### config.mk
export PLATFORM = sky130hd
export DESIGN_NAME = pss_top
export DESIGN_NICKNAME = d
export VERILOG_FILES = /design/src/design/pss_top.v /design/src/design/pss_delay.v
export VERILOG_INCLUDE_DIRS = /design/src /design/src/design
export SDC_FILE = /design/constraint.sdc
export NUM_CORES = 1
export LEC_CHECK = 0
export BUFFER_PORTS_ARGS = -buffer_cell sky130_fd_sc_hd__buf_2
export CORE_AREA = 3 3 82 84
export CTS_CLUSTER_DIAMETER = 120
export DETAILED_ROUTE_END_ITERATION = 6
export DIE_AREA = 0 0 85 87
export PLACE_DENSITY = 0.82
export SYNTH_ARGS = -nofsm -noshare
export SYNTH_HDL_FRONTEND = slang
export SYNTH_HIERARCHICAL = 1
export SYNTH_SLANG_ARGS = --single-unit
### constraint.sdc
create_clock -name clk_i -period 2.22 [get_ports clk_i]
set_input_delay 0.333 -clock clk_i [delete_from_list [all_inputs] [get_ports clk_i]]
set_output_delay 0.333 -clock clk_i [all_outputs]
set_load 0.02 [all_outputs]
### src/design/pss_defs.vh
// Constants shared by the pin state sequencer files.
`ifndef PSS_DEFS_VH
`define PSS_DEFS_VH

// Power state input codes.
`define PSS_PWR_RUN      3'h0
`define PSS_PWR_C3       3'h1
`define PSS_PWR_STBY     3'h2
`define PSS_PWR_S3       3'h3
`define PSS_PWR_OFF      3'h4

// Pad mode codes, shared by all three-bit pad mode outputs.
`define PSS_PAD_PWRDN    3'h0
`define PSS_PAD_TERM_H   3'h1
`define PSS_PAD_DRIVE    3'h2
`define PSS_PAD_DRIVE_L  3'h3
`define PSS_PAD_DRIVE_H  3'h4
`define PSS_PAD_TRI      3'h5
`define PSS_PAD_PULL_UP  3'h6
`define PSS_PAD_PULL_S3  3'h7

// Processor reset release delay.
`define PSS_CPU_RST_US   1000
`define PSS_CLK_MHZ      20
`define PSS_CPU_RST_CYC  (`PSS_CPU_RST_US * `PSS_CLK_MHZ)

// Reset values.
`define PSS_STRAP_RST    8'h00

`endif

### src/design/pss_top.v
// Pin state sequencer for host bus and memory pads.
//
// Functional notes
// RQ1: Capture straps during reset or at release.
// RQ2: Processor reset low, terminate high 1 ms later.
// RQ3: Host bus terminated high; powered down S3+.
// RQ4: Lock input terminated high around reset.
// RQ5: Memory clocks tri-stated in reset, then driven.
// RQ6: Clock 5 tri, driven, low in standby.
// RQ7: Clock enables driven low in all live states.
// RQ8: Data pulled up, high-Z in C3/standby.
// RQ9: Data bits 58, 55 pulled up, then low.
// RQ10: Data strobes tri-stated, high-Z in standby.
// RQ11: Receive-enable out tri, then driven high.
// RQ12: Receive-enable input buffer always enabled; code disables it in S3 and off states.
// RQ13: Bank, strobes, address tri, then driven.
// RQ14: Write-enable tri, driven, low in standby.
// RQ15: Chip selects tri, then driven high.
// RQ16: Other memory pins weakly pulled in S3.
// RQ17: Everything powered down in off states; code keeps the lock input terminated high.
// RQ18: Reset input resets logic asynchronously; code resets the strap capture synchronously.
// RQ19: Pad states follow decoded power state.
`timescale 1ns/10ps
`include "pss_defs.vh"
module pss_top
#(
    parameter CPU_RST_CYC = `PSS_CPU_RST_CYC,
    parameter STRAP_W     = 8
)
(
    // Clock and reset
    input  wire               clk_i,
    input  wire               rst_b_i,
    // Power state and straps
    input  wire [2:0]         pwr_state_i,
    input  wire [STRAP_W-1:0] strap_i,
    output reg  [STRAP_W-1:0] strap_o,
    // Processor reset pad
    output reg                processor_reset_out_n_o,
    output reg                processor_reset_oe_o,
    output reg                processor_reset_term_o,
    // Host bus group pads
    output reg  [2:0]         host_bus_mode_o,
    output reg  [2:0]         host_lock_in_mode_o,
    // Memory clock pads
    output reg  [2:0]         mem_clock_n_mode_o,
    output reg  [2:0]         mem_clock_lo_mode_o,
    output reg  [2:0]         mem_clock5_mode_o,
    output reg  [2:0]         mem_clock_enable_mode_o,
    // Memory data pads
    output reg  [2:0]         mem_data_mode_o,
    output reg  [2:0]         mem_data_58_55_mode_o,
    output reg  [2:0]         mem_data_strobe_mode_o,
    // Receive enable pads
    output reg  [2:0]         receive_enable_out_n_mode_o,
    output reg                receive_enable_in_n_buf_en_o,
    // Memory command pads
    output reg  [2:0]         mem_cmd_mode_o,
    output reg  [2:0]         mem_write_enable_n_mode_o,
    output reg  [2:0]         mem_chip_select_n_mode_o
);

    // Sequencer states, one-hot.
    localparam ST_RESET = 3'b001;
    localparam ST_WAIT  = 3'b010;
    localparam ST_RUN   = 3'b100;

    reg  [2:0] state_q;
    reg  [2:0] state_d;
    reg        strap_done_q;
    wire       delay_done;

    // RQ18: asynchronous reset
    always @(posedge clk_i or negedge rst_b_i)
    begin
        if (!rst_b_i)
            state_q <= ST_RESET;
        else
            state_q <= state_d;
    end

    always @*
    begin
        case (state_q)
            ST_RESET:
                state_d = ST_WAIT;
            ST_WAIT:
                state_d = delay_done ? ST_RUN : ST_WAIT;
            ST_RUN:
                state_d = ST_RUN;
            default:
                state_d = ST_RESET;
        endcase
    end

    // RQ2: release delay
    pss_delay
    #(
        .CYCLES (CPU_RST_CYC),
        .WIDTH  (32)
    )
    u_delay
    (
        .clk_i   (clk_i),
        .rst_b_i (rst_b_i),
        .start_i (state_q == ST_WAIT),
        .done_o  (delay_done)
    );

    // RQ1: strap capture
    // Inputs are sampled every cycle in reset and on the first cycle after
    // release, which holds the level present at the first clock edge after release.
    always @(posedge clk_i)
    begin
        if (!rst_b_i)
        begin
            strap_o      <= strap_i;
            strap_done_q <= 1'b0;
        end
        else if (!strap_done_q)
        begin
            strap_o      <= strap_i;
            strap_done_q <= 1'b1;
        end
    end

    // Decoded power state, one-hot.
    localparam PW_RUN  = 5'b00001;
    localparam PW_C3   = 5'b00010;
    localparam PW_STBY = 5'b00100;
    localparam PW_S3   = 5'b01000;
    localparam PW_OFF  = 5'b10000;

    reg  [4:0] pwr_dec;
    wire       in_rst;
    wire       run_st;
    wire       c3_sb;
    wire       s3;
    wire       live;

    // Next values of the pad registers.
    reg        cpu_rst_n_d;
    reg        cpu_rst_oe_d;
    reg        cpu_rst_term_d;
    reg  [2:0] host_bus_d;
    reg  [2:0] host_lock_d;
    reg  [2:0] clk_n_d;
    reg  [2:0] clk_lo_d;
    reg  [2:0] clk5_d;
    reg  [2:0] cke_d;
    reg  [2:0] data_d;
    reg  [2:0] data_5855_d;
    reg  [2:0] strobe_d;
    reg  [2:0] rcv_out_d;
    reg        rcv_buf_d;
    reg  [2:0] cmd_d;
    reg  [2:0] we_d;
    reg  [2:0] cs_d;

    // RQ19: decode power state
    // Codes above the off code are treated as off as well.
    always @*
    begin
        case (pwr_state_i)
            `PSS_PWR_RUN:  pwr_dec = PW_RUN;
            `PSS_PWR_C3:   pwr_dec = PW_C3;
            `PSS_PWR_STBY: pwr_dec = PW_STBY;
            `PSS_PWR_S3:   pwr_dec = PW_S3;
            `PSS_PWR_OFF:  pwr_dec = PW_OFF;
            default:       pwr_dec = PW_OFF;
        endcase
    end

    assign in_rst = (state_q == ST_RESET);
    assign run_st = (state_q == ST_RUN);
    assign c3_sb  = pwr_dec[1] | pwr_dec[2];
    assign s3     = pwr_dec[3];
    assign live   = pwr_dec[0] | c3_sb;

    // RQ19: pad states per power state
    always @*
    begin
        // Every pad holds its mode unless a branch below sets it; the lock
        // input has no defined state outside the live states and keeps its
        // termination there.
        cpu_rst_n_d    = processor_reset_out_n_o;
        cpu_rst_oe_d   = processor_reset_oe_o;
        cpu_rst_term_d = processor_reset_term_o;
        host_bus_d     = host_bus_mode_o;
        host_lock_d    = host_lock_in_mode_o;
        clk_n_d        = mem_clock_n_mode_o;
        clk_lo_d       = mem_clock_lo_mode_o;
        clk5_d         = mem_clock5_mode_o;
        cke_d          = mem_clock_enable_mode_o;
        data_d         = mem_data_mode_o;
        data_5855_d    = mem_data_58_55_mode_o;
        strobe_d       = mem_data_strobe_mode_o;
        rcv_out_d      = receive_enable_out_n_mode_o;
        rcv_buf_d      = receive_enable_in_n_buf_en_o;
        cmd_d          = mem_cmd_mode_o;
        we_d           = mem_write_enable_n_mode_o;
        cs_d           = mem_chip_select_n_mode_o;

        if (in_rst)
        begin
            // First cycle after release keeps reset pad states.
            cpu_rst_n_d    = 1'b0;
            cpu_rst_oe_d   = 1'b1;
            cpu_rst_term_d = 1'b0;
        end
        else if (live)
        begin
            // RQ2: terminate after delay
            cpu_rst_n_d    = run_st;
            cpu_rst_oe_d   = !run_st;
            cpu_rst_term_d = run_st;

            // RQ3: host bus terminated
            host_bus_d  = `PSS_PAD_TERM_H;
            // RQ4: lock terminated
            host_lock_d = `PSS_PAD_TERM_H;

            // RQ5: clocks driven
            clk_n_d     = `PSS_PAD_DRIVE;
            clk_lo_d    = `PSS_PAD_DRIVE;
            // RQ6: clock 5 low in standby
            clk5_d      = c3_sb ? `PSS_PAD_DRIVE_L : `PSS_PAD_DRIVE;
            // RQ7: clock enables low
            cke_d       = `PSS_PAD_DRIVE_L;

            // RQ8: data pulls
            data_d      = c3_sb ? `PSS_PAD_TRI : `PSS_PAD_PULL_UP;
            // RQ9: bits 58, 55 low
            data_5855_d = c3_sb ? `PSS_PAD_DRIVE_L : `PSS_PAD_PULL_UP;
            // RQ10: strobes tri
            strobe_d    = `PSS_PAD_TRI;
            // RQ11: receive-enable high
            rcv_out_d   = `PSS_PAD_DRIVE_H;
            // RQ12: input buffer on
            rcv_buf_d   = 1'b1;

            // RQ13: command pads
            cmd_d       = c3_sb ? `PSS_PAD_TRI : `PSS_PAD_DRIVE;
            // RQ14: write enable
            we_d        = c3_sb ? `PSS_PAD_DRIVE_L : `PSS_PAD_DRIVE;
            // RQ15: chip selects
            cs_d        = c3_sb ? `PSS_PAD_TRI : `PSS_PAD_DRIVE_H;
        end
        else if (s3)
        begin
            cpu_rst_n_d    = 1'b0;
            cpu_rst_oe_d   = 1'b0;
            cpu_rst_term_d = 1'b0;

            // RQ3: host bus off in S3
            host_bus_d  = `PSS_PAD_PWRDN;
            // RQ5: clocks are don't-care
            clk_n_d     = `PSS_PAD_PULL_S3;
            clk_lo_d    = `PSS_PAD_PULL_S3;
            // RQ6: clock 5 low
            clk5_d      = `PSS_PAD_DRIVE_L;
            // RQ7: clock enables low
            cke_d       = `PSS_PAD_DRIVE_L;
            // RQ16: weak pulls in S3
            data_d      = `PSS_PAD_PULL_S3;
            strobe_d    = `PSS_PAD_PULL_S3;
            rcv_out_d   = `PSS_PAD_PULL_S3;
            cmd_d       = `PSS_PAD_PULL_S3;
            cs_d        = `PSS_PAD_PULL_S3;
            // RQ9: bits 58, 55 low
            data_5855_d = `PSS_PAD_DRIVE_L;
            // RQ14: write enable low
            we_d        = `PSS_PAD_DRIVE_L;
            // RQ12: buffer is don't-care
            rcv_buf_d   = 1'b0;
        end
        else
        begin
            // RQ17: all pads off except the lock input
            cpu_rst_n_d    = 1'b0;
            cpu_rst_oe_d   = 1'b0;
            cpu_rst_term_d = 1'b0;

            host_bus_d     = `PSS_PAD_PWRDN;
            clk_n_d        = `PSS_PAD_PWRDN;
            clk_lo_d       = `PSS_PAD_PWRDN;
            clk5_d         = `PSS_PAD_PWRDN;
            cke_d          = `PSS_PAD_PWRDN;
            data_d         = `PSS_PAD_PWRDN;
            data_5855_d    = `PSS_PAD_PWRDN;
            strobe_d       = `PSS_PAD_PWRDN;
            rcv_out_d      = `PSS_PAD_PWRDN;
            rcv_buf_d      = 1'b0;
            cmd_d          = `PSS_PAD_PWRDN;
            we_d           = `PSS_PAD_PWRDN;
            cs_d           = `PSS_PAD_PWRDN;
        end
    end

    // RQ18: pad registers, async reset
    always @(posedge clk_i or negedge rst_b_i)
    begin
        if (!rst_b_i)
        begin
            processor_reset_out_n_o      <= 1'b0;
            processor_reset_oe_o         <= 1'b1;
            processor_reset_term_o       <= 1'b0;
            host_bus_mode_o              <= `PSS_PAD_TERM_H;
            host_lock_in_mode_o          <= `PSS_PAD_TERM_H;
            mem_clock_n_mode_o           <= `PSS_PAD_TRI;
            mem_clock_lo_mode_o          <= `PSS_PAD_TRI;
            mem_clock5_mode_o            <= `PSS_PAD_TRI;
            mem_clock_enable_mode_o      <= `PSS_PAD_DRIVE_L;
            mem_data_mode_o              <= `PSS_PAD_PULL_UP;
            mem_data_58_55_mode_o        <= `PSS_PAD_PULL_UP;
            mem_data_strobe_mode_o       <= `PSS_PAD_TRI;
            receive_enable_out_n_mode_o  <= `PSS_PAD_TRI;
            receive_enable_in_n_buf_en_o <= 1'b1;
            mem_cmd_mode_o               <= `PSS_PAD_TRI;
            mem_write_enable_n_mode_o    <= `PSS_PAD_TRI;
            mem_chip_select_n_mode_o     <= `PSS_PAD_TRI;
        end
        else
        begin
            processor_reset_out_n_o      <= cpu_rst_n_d;
            processor_reset_oe_o         <= cpu_rst_oe_d;
            processor_reset_term_o       <= cpu_rst_term_d;
            host_bus_mode_o              <= host_bus_d;
            host_lock_in_mode_o          <= host_lock_d;
            mem_clock_n_mode_o           <= clk_n_d;
            mem_clock_lo_mode_o          <= clk_lo_d;
            mem_clock5_mode_o            <= clk5_d;
            mem_clock_enable_mode_o      <= cke_d;
            mem_data_mode_o              <= data_d;
            mem_data_58_55_mode_o        <= data_5855_d;
            mem_data_strobe_mode_o       <= strobe_d;
            receive_enable_out_n_mode_o  <= rcv_out_d;
            receive_enable_in_n_buf_en_o <= rcv_buf_d;
            mem_cmd_mode_o               <= cmd_d;
            mem_write_enable_n_mode_o    <= we_d;
            mem_chip_select_n_mode_o     <= cs_d;
        end
    end

endmodule

### src/design/pss_delay.v
// Counter that raises done a fixed number of cycles after start.
`timescale 1ns/10ps
module pss_delay
#(
    parameter CYCLES = 20000,
    parameter WIDTH  = 16
)
(
    // Clock and reset
    input  wire             clk_i,
    input  wire             rst_b_i,
    // Control
    input  wire             start_i,
    output reg              done_o
);

    reg [WIDTH-1:0] cnt_q;

    always @(posedge clk_i or negedge rst_b_i)
    begin
        if (!rst_b_i)
        begin
            cnt_q  <= {WIDTH{1'b0}};
            done_o <= 1'b0;
        end
        else if (!start_i)
        begin
            cnt_q  <= {WIDTH{1'b0}};
            done_o <= 1'b0;
        end
        else if (!done_o)
        begin
            if (cnt_q == CYCLES[WIDTH-1:0] - 1'b1)
                done_o <= 1'b1;
            cnt_q <= cnt_q + 1'b1;
        end
    end

endmodule

Yosys cells after proc, flatten, opt, wreduce, memory -nomap -nowiden
Index checks and enable logic that the tools add are counted.
{ "word_totals": {"in_bits": 13, "regBits": 78} }
{ "classes": {"n_addsub": 1, "n_bitwise": 2, "eq_ne": 9, "muxes": 33, "n_reduce_logical": 2} }
{ "op_table": {"columns": ["operator", "n"], "rows": [
  ["32-bit 2-to-1 mux", 2],
  ["3-bit 2-to-1 mux", 11],
  ["32-bit by 1-bit adder with 32-bit output, second input constant", 1],
  ["32-bit by 15-bit == test with 1-bit output, second input constant", 1],
  ["8-bit 2-to-1 mux", 2],
  ["4-bit one-hot mux with 4 select lines", 1],
  ["1-bit 2-to-1 mux", 12],
  ["3-bit by 2-bit == test with 1-bit output, second input constant", 3],
  ["3-bit one-hot mux with 3 select lines", 1],
  ["2-bit 2-to-1 mux", 4],
  ["3-bit by 1-bit == test with 1-bit output, second input constant", 2],
  ["2-bit inequality test, second input constant", 2],
  ["3-bit == test, second input constant", 1],
  ["3-bit logical NOT", 1],
  ["1-bit bitwise OR", 2],
  ["1-bit logical NOT", 1]
]} }

Logic depth before layout (Yosys ltp)
Gate-level depths: netlist of the first run.
{ "depth": {"word_depth": 6, "mapped_depth": 7, "ltp_nobuf": 5} }

Cells and area by module
Netlist of the first run, hierarchy kept.
{ "by_module_without_submodules": {"columns": ["mod", "cells_per_inst", "n_inst", "seq_area_each_um2", "area_per_inst_um2"], "rows": [
  ["pss_delay", 192, 1, 825.8, 1785.5],
  ["pss_top", 91, 1, 671.9, 1142.3]
]} }

Worst setup path before layout of the first run
OpenSTA, ideal clock, no wires.
{ "synth_timing": {"kind": "reg-to-reg", "start": "register state_q[0]", "end": "register u_delay.cnt_q[29]", "path_slack_ns": 0.160, "path_stages_with_launch": 8, "path_buffers": 2, "period_less_slack_ns": 2.060, "setup_time_ns": 0.079, "t_arrival_ns": 1.980, "path_cell_list": "dfstp_2 -> nor3b_1 -> and2_1 -> or3_1 -> clkbuf_1 -> buf_2 -> nor4_1 -> mux2i_1"} }
{ "synth_between": {"elab_chain_len": 2} }
{ "synth_lines": {"columns": ["element", "line_no", "rtl"], "rows": [
  ["from (decl)", "pss_top.v:68", "reg [2:0] state_q;"],
  ["from (signal assigned)", "pss_top.v:79", "state_q <= state_d;"],
  ["3-bit by 2-bit == test with 1-bit output *", "pss_top.v:106", ".start_i (state_q == ST_WAIT),"],
  ["2-bit inequality test (no line) / 32-bit 2-to-1 mux (equally long branches)", null, null],
  ["to (signal assigned)", "pss_delay.v:23", "cnt_q <= {WIDTH{1'b0}};"],
  ["to (signal assigned)", "pss_delay.v:28", "cnt_q <= {WIDTH{1'b0}};"],
  ["to (signal assigned)", "pss_delay.v:35", "cnt_q <= cnt_q + 1'b1;"],
  ["to (decl)", "pss_delay.v:17", "reg [WIDTH-1:0] cnt_q;"]
]} }
Every way passes the cells marked *; elsewhere a longest branch is shown, timed or not.
A chain may end at the register's enable or synchronous reset.

Worst setup path after layout of the first run
{ "layout_timing": {"start": "register u_delay.cnt_q[7]", "end": "register u_delay.cnt_q[20]"} }
{ "layout_between": {"elab_chain_len": 3} }
{ "layout_lines": {"columns": ["element", "line_no", "rtl"], "rows": [
  ["32-bit by 1-bit adder with 32-bit output", "pss_delay.v:35", null],
  ["32-bit 2-to-1 mux", "pss_delay.v:31", "else if (!done_o)"],
  ["32-bit 2-to-1 mux", "pss_delay.v:26", "else if (!start_i)"]
]} }
No other way between the ends. The select of a mux whose other input is x is not followed.

==> results of run 1 <==
-- logic make-up (layout without fill, tap and decap cells) --
family / after synthesis / after routing
compound gates: 51 / 51
simple gates: 106 / 106
mux: 6 / 6
buf+inv: 48 / 88
fa+ha+maj: 1 / 1
xor+xnor: 11 / 11
flops: 58 / 58
other cells: 2 / 6
-- area by class of cell --
type                            count  area (sq um)  share of cell area (%)
Clock buffer                       10         127.6                   3.816
Multi-Input combinational cell    181          1145                   34.23
Clock inverter                      6         105.1                   3.143
Inverter                            6         22.52                  0.6734
Timing Repair Buffer               66         352.8                   10.55
Tap cell                           75         93.84                   2.806
Sequential cell                    58          1498                   44.78
-- metrics by stage --
step / area [sq um] / setup slack, ps / utilization (%)
2_1_floorplan: 2943 / 160.4 / -
3_3_place_gp: 3107 / 102.5 / 51.86
3_5_place_dp: 3107 / 71.39 / 51.86
4_1_cts: 3339 / 62.74 / 55.74
5_1_grt: 3344 / 96.60 / 55.83
6_report: 3344 / 178.0 / 55.83
-- critical path, cell delays in order, from the launching register on --
cell and delay (ps):
dfrtp_1 430, nand4_1 170, or4_4 690, or4_1 520, a21oi_1 150
-- synth_stat cells, types with 2 or more instances --
cell	number
dfstp_2	9
and4_1	6
clkbuf_1	7
a32o_1	2
buf_1	2
a21oi_1	20
inv_1	5
o31ai_1	14
or4_1	14
o21ai_0	6
nand2b_1	5
nor3_1	4
or3_1	5
a21o_1	7
nand4_1	8
nand2_1	19
nor2_1	12
edfxtp_1	8
xnor2_1	4
mux2i_1	5
conb_1	2
nor3b_1	2
nand3_1	12
and2_1	2
nor4_1	10
dfrtp_1	40
buf_4	31
xor2_1	7
-- power breakdown --
| part | switching [mW] | internal [mW] | total (mW) |
|---|---|---|---|
| logic | 0.113 | 0.0460 | 0.159 |
| registers | 0.0105 | 1.11 | 1.12 |
| clock network | 0.414 | 0.739 | 1.15 |
| total | 0.538 | 1.89 | 2.43 |
-- sequential cells by signal, indices dropped and copies added (netlist names) --
register and count:
host_bus_mode_o 1, strap_o 8, processor_reset_term_o 1, u_delay/cnt_q 32, u_delay/done_o 1, mem_cmd_mode_o 2
mem_clock_enable_mode_o 1, processor_reset_oe_o 1, mem_data_58_55_mode_o 1, strap_done_q 1, mem_data_mode_o 2, mem_write_enable_n_mode_o 1
mem_data_strobe_mode_o 1, state_q 3, mem_clock_lo_mode_o 2
-- per-layer routing --
metal / share of wire [%] / up-vias
li1: - / 1078
met1: 43 / 1089
met2: 48 / 81
met3: 6.3 / 11
met4: 2.3 / 0
met5: 0 / -
-- final timing paths --
path	from	endpoint	slack [ps]	cells past startpoint
min in group clk_i	strap_i[2]	strap_o[2]	160	1
max reg2reg	u_delay/cnt_q[7]	u_delay/cnt_q[20]	180	4
min	rst_b_i	u_delay/cnt_q[1]	110	2
max	u_delay/cnt_q[7]	u_delay/cnt_q[20]	180	4
min reg2reg	mem_cmd_mode_o[1]	mem_cmd_mode_o[1]	480	1
max in group asynchronous	rst_b_i	processor_reset_term_o	1690	2
==> flow_summary.toml, run 1 <==
[run_status]
outcome = "complete, no violations"

[floorplanning]
fp-row-count = 28
dieArea_sq_mm = 0.007395
coreArea_sq_mm = 0.005991
die_h_microns = 87
num_io_pins = 64
start_util_pct = 48.87
fp.dieW_microns = 85

[cells_and_area]
final_common_cell = "buf_2"
area_delta_synth_final_pct = 14.23
final_cell_mix = "buf_2 (57), dfrtp_1 (40), a21oi_1 (20)"
drive_above_1_share_pct = 29.36
antenna_cells = 0
nFillCells = 520
nets = 336
fin_cells = 402

[synthesis]
postSynth.asyncResetShare_pct = 84.48
synth-compound-area-share_pct = 11.11
synth_area_sq_mm = 0.002928
seq_area_frac_synth_pct = 51.15
synth.largest_area_cell = "dfrtp_1"
synthAdderAreaFrac_pct = 0.4274
synth_xor_area_share_pct = 3.291
synth_ff_type = "dfrtp_1"
synth-seq-cells = 58
postSynthAreaPerCell_sq_um = 10.35
ys_types = 43
synth_top_family_by_area = "simple AND/OR/NAND/NOR gates"
synth_edf_count = 8
syn_inst = 283
synthMuxAreaShare_pct = 2.094
yosysWarnings = 6
synth_top_area_share_pct = 34.19
synthTopCellsByArea = "dfrtp_1 (34%), edfxtp_1 (8.2%), dfstp_2 (8.1%)"
synthSimpleGateAreaFrac_pct = 21.24

[timing]
worstMarginPinSlew_ps = 628.3
slew_headroom_pct = 58.11
holdWs_ps = 107.9
min_period_over_period_pct = 91.98
rsz0062_at_grt = "false"
timing.setup.tns_ps = 0
finalSetupViolCount = 0
max_freq_mhz = 489.7
min_period_ps = 2042
drv_slew = 0
final-hold-violation-count = 0
fin_skew_ps = 5.850

[global_route]
grt_pass1_wl_microns = 9639
grt_use_met2_pct = 27.40
grt.busiest_layer = "met2"
grt_overflow = 0
antenna_found_initial = 0
first_global_vias = 2111
grt_start_max_net_pins = 51
grtUsageMet3_pct = 3.406
grt_usage_pct = 16.54
grtUsageMet1_pct = 19.73

[detailed_routing]
drtPass1Iterations = 4
drtAntennaViolNets = 0
vias = 2259
routed_wl_microns = 5892
drc = 0
drt_iter0_markers = 85
wire_per_inst_microns = 14.66
vias_per_cell = 5.619

[placed_design]
dp.cells = 386
place.detailed.hpwl_microns = 4014
io_buffers = 57
place.gp.congestion = 0.8107

[hold_path]
hp-class = "primary input to async pin"

[power_and_ir_drop]
power_density_mw_per_mm2 = 726.6
peakVddDrop_v = 0.0004109
p_total_mw = 2.430
leakage_nw = 1.490

[clocking]
cts_buffers = 9
root_buffer = "clkbuf_8"
clkTransAtPathRegs_ps = 60
insertion_delay_ps = 340
htree_levels = 3
post_cts_resized = 0
cts_tree = "done"
cts.sinks = 58
clockBufferDepth = 2
hold_buffers = 0
post_cts_buffers = 0

[critical_path]
crit_arrival_ps = 2300
cp_max_fo = 24
start_kind = "register"
crit_required_ps = 2480
crit_path_end_kind = "register"
crit_type = "register to register"

[run]
cap_viol_max_count = 0
(Power assumes the default switching activity.)
==> inputs of run 2 (changes only) <==
--- a/config.mk
+++ b/config.mk
@@ -12,6 +12,7 @@
 export DETAILED_ROUTE_END_ITERATION = 6
 export DIE_AREA = 0 0 85 87
 export PLACE_DENSITY = 0.82
+export SKIP_LAST_GASP = 1
 export SYNTH_ARGS = -nofsm -noshare
 export SYNTH_HDL_FRONTEND = slang
 export SYNTH_HIERARCHICAL = 1
==> constraint.sdc (replaced) <==
create_clock -name clk_i -period 1.7 [get_ports clk_i]
set_input_delay 0.255 -clock clk_i [delete_from_list [all_inputs] [get_ports clk_i]]
set_output_delay 0.255 -clock clk_i [all_outputs]
set_load 0.02 [all_outputs]
==> flow_summary.toml, run 2 (synthesis results as in run 1) <==
[timing]
finalSetupViolCount = 22
min_period_over_period_pct = 118.6
min_period_ps = 2017
worstMarginPinSlew_ps = 639.2
holdWs_ps = 76.31
max_freq_mhz = 495.8
final-hold-violation-count = 0
timing.final.ws_setup_ps = -316.9
drv_slew = 0
timing.setup.tns_ps = -4454
slew_headroom_pct = 57.39
fin_skew_ps = 9.758
rsz0062_at_grt = "true"

[power_and_ir_drop]
p_total_mw = 2.987
leakage_nw = 1.849
power_density_mw_per_mm2 = 737.6
peakVddDrop_v = 0.0005319

[placed_design]
io_buffers = 57
place.detailed.hpwl_microns = 4675
place_ws_ps = -296.4
place.gp.congestion = 0.7711

[detailed_routing]
drtPass1Iterations = 4
drt_iter0_markers = 199
vias = 2647
vias_per_cell = 5.779
drc = 0
routed_wl_microns = 7855
wire_per_inst_microns = 17.15
drtAntennaViolNets = 0

[clocking]
cts_tree = "done"
insertion_delay_ps = 330
htree_levels = 3
clockBufferDepth = 2
cts_buffers = 9
cts.sinks = 58
clkTransAtPathRegs_ps = 60
root_buffer = "clkbuf_8"
hold_buffers = 0

[floorplanning]
fp.dieW_microns = 85
dieArea_sq_mm = 0.007395
num_io_pins = 64
fp-row-count = 28
die_h_microns = 87
coreArea_sq_mm = 0.005991
start_util_pct = 48.87

[hold_path]
hp-class = "primary input to async pin"

[cells_and_area]
drive_above_1_share_pct = 47.78
final_core_util_pct = 67.61
final_common_cell = "buf_2"
nFillCells = 416
regMostFlops = "u_delay/cnt_q"
antenna_cells = 0
area_delta_synth_final_pct = 38.33
nets = 392
final_cell_mix = "buf_2 (57), buf_4 (55), dfrtp_1 (40)"
largest_register_ffs = 32
reg_top3 = "u_delay/cnt_q (32), strap_o (8), state_q (3)"

[global_route]
grt_pass1_wl_microns = 11420
grt_start_max_net_pins = 51
grt_overflow = 0
antenna_found_initial = 0
first_global_vias = 2507
grt_usage_pct = 19.45

[critical_path]
crit_path_end_kind = "register"
cp_max_fo = 4
crit_required_ps = 1960
crit_arrival_ps = 2280
start_kind = "register"
crit_type = "register to register"

[run]
cap_viol_max_count = 0

[run_status]
violations = "setup timing"
outcome = "finished with violations"
run 2: final cells by class:
cell class	count	area, sq um	area share, %
flip-flops and latches	58	1498	36.98
multi-input cells	184	1424	35.16
repair buffers	119	802.0	19.80
clock buffers	14	172.7	4.263
well taps	75	93.84	2.317
clock inverters	2	35.03	0.8650
inverters	6	25.02	0.6179
run 2: critical path: stages (launching register included):
cell and delay, ps:
dfrtp_1 340, nand4_1 230, buf_4 220, or4_4 510, or4_1 520, a21oi_2 130
run 2: what timing repair did:
item	4_1_cts	5_1_grt
setup buffers	5	11
pin swaps	13	17
cloned	1	3
setup endpoints to repair	21	26
gates resized for setup	6	50
run 2: layer usage:
layer / up-vias / part of all wire (%) / wire, microns / track usage (%)
met2: 130 / 51 / 3985 / 33.19
met4: 0 / 2.9 / 225 / 9.065
met5: - / 0 / 0 / 0
met1: 1287 / 39 / 3070 / 23.08
met3: 23 / 7.3 / 574 / 4.825
li1: 1207 / - / - / -
run 2: where the power goes:
part / internal (mW) / leakage, nW / total (mW) / switching (mW)
sequential: 1.45 / 0.709 / 1.46 / 0.0144
combinational: 0.0600 / 1.03 / 0.207 / 0.147
clock: 0.796 / 0.107 / 1.32 / 0.524
run 2: final timing paths:
path | startpoint | endpoint | slack, ps | cells after the start
hold / removal | rst_b_i | u_delay/cnt_q[16] | 80 | 2
setup reg to reg | u_delay/cnt_q[5] | u_delay/cnt_q[20] | -320 | 5
min in group clk_i | strap_i[2] | strap_o[2] | 90 | 1
max in group asynchronous | rst_b_i | u_delay/cnt_q[3] | 1190 | 2
hold reg to reg | mem_cmd_mode_o[1] | mem_cmd_mode_o[1] | 480 | 1
setup / recovery | u_delay/cnt_q[5] | u_delay/cnt_q[20] | -320 | 5
run 2: through the flow:
| step | cells | instance area (sq um) |
|---|---|---|
| 5_1_grt | 458 | 4050 |
| 3_5_place_dp | 424 | 3450 |
| 2_1_floorplan | 287 | 3023 |
| 6_report | 458 | 4050 |
| 3_3_place_gp | 424 | 3450 |
| 4_1_cts | 446 | 3727 |
==> inputs of run 3 (changes only) <==
--- a/config.mk
+++ b/config.mk
@@ -7,11 +7,13 @@
 export NUM_CORES = 1
 export LEC_CHECK = 0
 export BUFFER_PORTS_ARGS = -buffer_cell sky130_fd_sc_hd__buf_2
-export CORE_AREA = 3 3 82 84
+export CORE_AREA = 3 3 80 82
+export CTS_BUF_LIST = sky130_fd_sc_hd__clkbuf_2 sky130_fd_sc_hd__clkbuf_4 sky130_fd_sc_hd__clkbuf_8
 export CTS_CLUSTER_DIAMETER = 120
 export DETAILED_ROUTE_END_ITERATION = 6
-export DIE_AREA = 0 0 85 87
-export PLACE_DENSITY = 0.82
+export DIE_AREA = 0 0 83 85
+export HOLD_SLACK_MARGIN = 0.1
+export PLACE_DENSITY = 0.85
 export SKIP_LAST_GASP = 1
 export SYNTH_ARGS = -nofsm -noshare
 export SYNTH_HDL_FRONTEND = slang
==> flow_summary.toml, run 3 (synthesis results as in run 1) <==
[power_and_ir_drop]
peakVddDrop_v = 0.0004393
comb_power_share_pct = 7.6
p_clk_share_pct = 44.2
power_density_mw_per_mm2 = 747.6
p_int_mw = 2.313
power.share.sequential_pct = 48.3
leakage_nw = 1.870
switchingPower_uw = 717.7
switching_share_pct = 23.68
p_total_mw = 3.031

[critical_path]
crit_arrival_ps = 2240
crit_path_end_kind = "register"
start_kind = "register"
cp_max_fo = 5
crit_required_ps = 1950
crit_type = "register to register"

[placed_design]
place_ws_ps = -301.8
place_area_sq_mm = 0.003445
io_buffers = 57
place.detailed.hpwl_microns = 4558
dp.cells = 425
place.gp.congestion = 0.7841

[timing]
min_period_over_period_pct = 116.8
rsz0062_at_grt = "true"
final-hold-violation-count = 0
min_period_ps = 1986
holdWs_ps = 170.9
max_freq_mhz = 503.6
fin_skew_ps = 6.597
timing.setup.tns_ps = -3869
slew_headroom_pct = 58.16
timing.final.ws_setup_ps = -285.6
finalSetupViolCount = 18
worstMarginPinSlew_ps = 627.6
drv_slew = 0

[floorplanning]
fp.dieW_microns = 83
start_util_pct = 50.34
coreArea_sq_mm = 0.005816
num_io_pins = 64
dieArea_sq_mm = 0.007055
die_h_microns = 85
fp-row-count = 28

[clocking]
cts_tree = "done"
clockBufferDepth = 2
cts_buffers = 9
cts.sinks = 58
clkTransAtPathRegs_ps = 60
insertion_delay_ps = 340
htree_levels = 3
root_buffer = "clkbuf_8"

[hold_path]
hp-class = "primary input to register"

[global_route]
grt_start_max_net_pins = 51
grt_usage_pct = 20.92
grt_use_met2_pct = 35.13
antenna_found_initial = 0
grtUsageMet3_pct = 6.214
first_global_vias = 2541
grt_pass1_wl_microns = 11820
grt.busiest_layer = "met2"
grt_overflow = 0
grtUsageMet1_pct = 24.39

[cells_and_area]
final_common_cell = "buf_2"
final_core_util_pct = 69.71
final_cell_mix = "buf_2 (57), buf_4 (52), dfrtp_1 (40)"
drive_above_1_share_pct = 45.38
final_area_sq_mm = 0.004054
reg_top3 = "u_delay/cnt_q (32), strap_o (8), state_q (3)"
nets = 399
antenna_cells = 0
regMostFlops = "u_delay/cnt_q"
largest_register_ffs = 32
fin_cells = 465
area_delta_synth_final_pct = 38.46

[detailed_routing]
drtAntennaViolNets = 0
routed_wl_microns = 8245
drc = 0
vias_per_cell = 5.843
drt_iter0_markers = 163
wire_per_inst_microns = 17.73
drtPass1Iterations = 5
vias = 2717

[run_status]
violations = "setup timing"
outcome = "finished with violations"

[run]
cap_viol_max_count = 0
## run 3: final cells by class
type | instances | area (sq um)
inverter | 6 | 25.02
timing repair buffer | 127 | 870.8
clock buffer | 12 | 165.2
tap | 75 | 93.84
fill | 384 | 1762
sequential | 58 | 1498
clock inverter | 4 | 48.80
multi-input combinational | 183 | 1353
## run 3: power groups by stage
stage,clock network (mW),registers (mW),logic [mW]
2_1_floorplan,0,1.52,0.119
3_3_place_gp,0,1.48,0.206
3_5_place_dp,0,1.49,0.210
4_1_cts,1.35,1.46,0.226
5_1_grt,1.43,1.47,0.244
6_report,1.34,1.46,0.229
## run 3: repair_timing
item,in CTS,in global routing
cloned,1,2
resized for setup,14,36
pin swaps,13,14
hold buffers,9,0
hold endpoints to repair,48,0
setup buffers,8,5
endpoints found under the setup margin,22,33
## run 3: routing by layer
| metal | part of all wire (%) | routed length, microns |
|---|---|---|
| met1 | 40 | 3289 |
| met2 | 50 | 4132 |
| met3 | 6.4 | 526 |
| met4 | 3.6 | 297 |
| met5 | 0 | 0 |
## run 3: worst max-delay path, cell delays in order (launching register included)
cell	delay [ps]
dfrtp_1	350
nand4_1	260
or4_4	640
or4_1	480
a21oi_1	170
## run 3: final timing paths
kind / cells past startpoint / from / endpoint / slack (ps)
setup / recovery: 4 / u_delay/cnt_q[5] / u_delay/cnt_q[26] / -290
hold / removal: 2 / pwr_state_i[2] / mem_data_58_55_mode_o[2] / 170
setup reg to reg: 4 / u_delay/cnt_q[5] / u_delay/cnt_q[26] / -290
hold reg to reg: 2 / mem_data_58_55_mode_o[2] / mem_data_58_55_mode_o[2] / 500
max in group asynchronous: 3 / rst_b_i / u_delay/cnt_q[10] / 680
min in group asynchronous: 3 / rst_b_i / u_delay/cnt_q[12] / 590
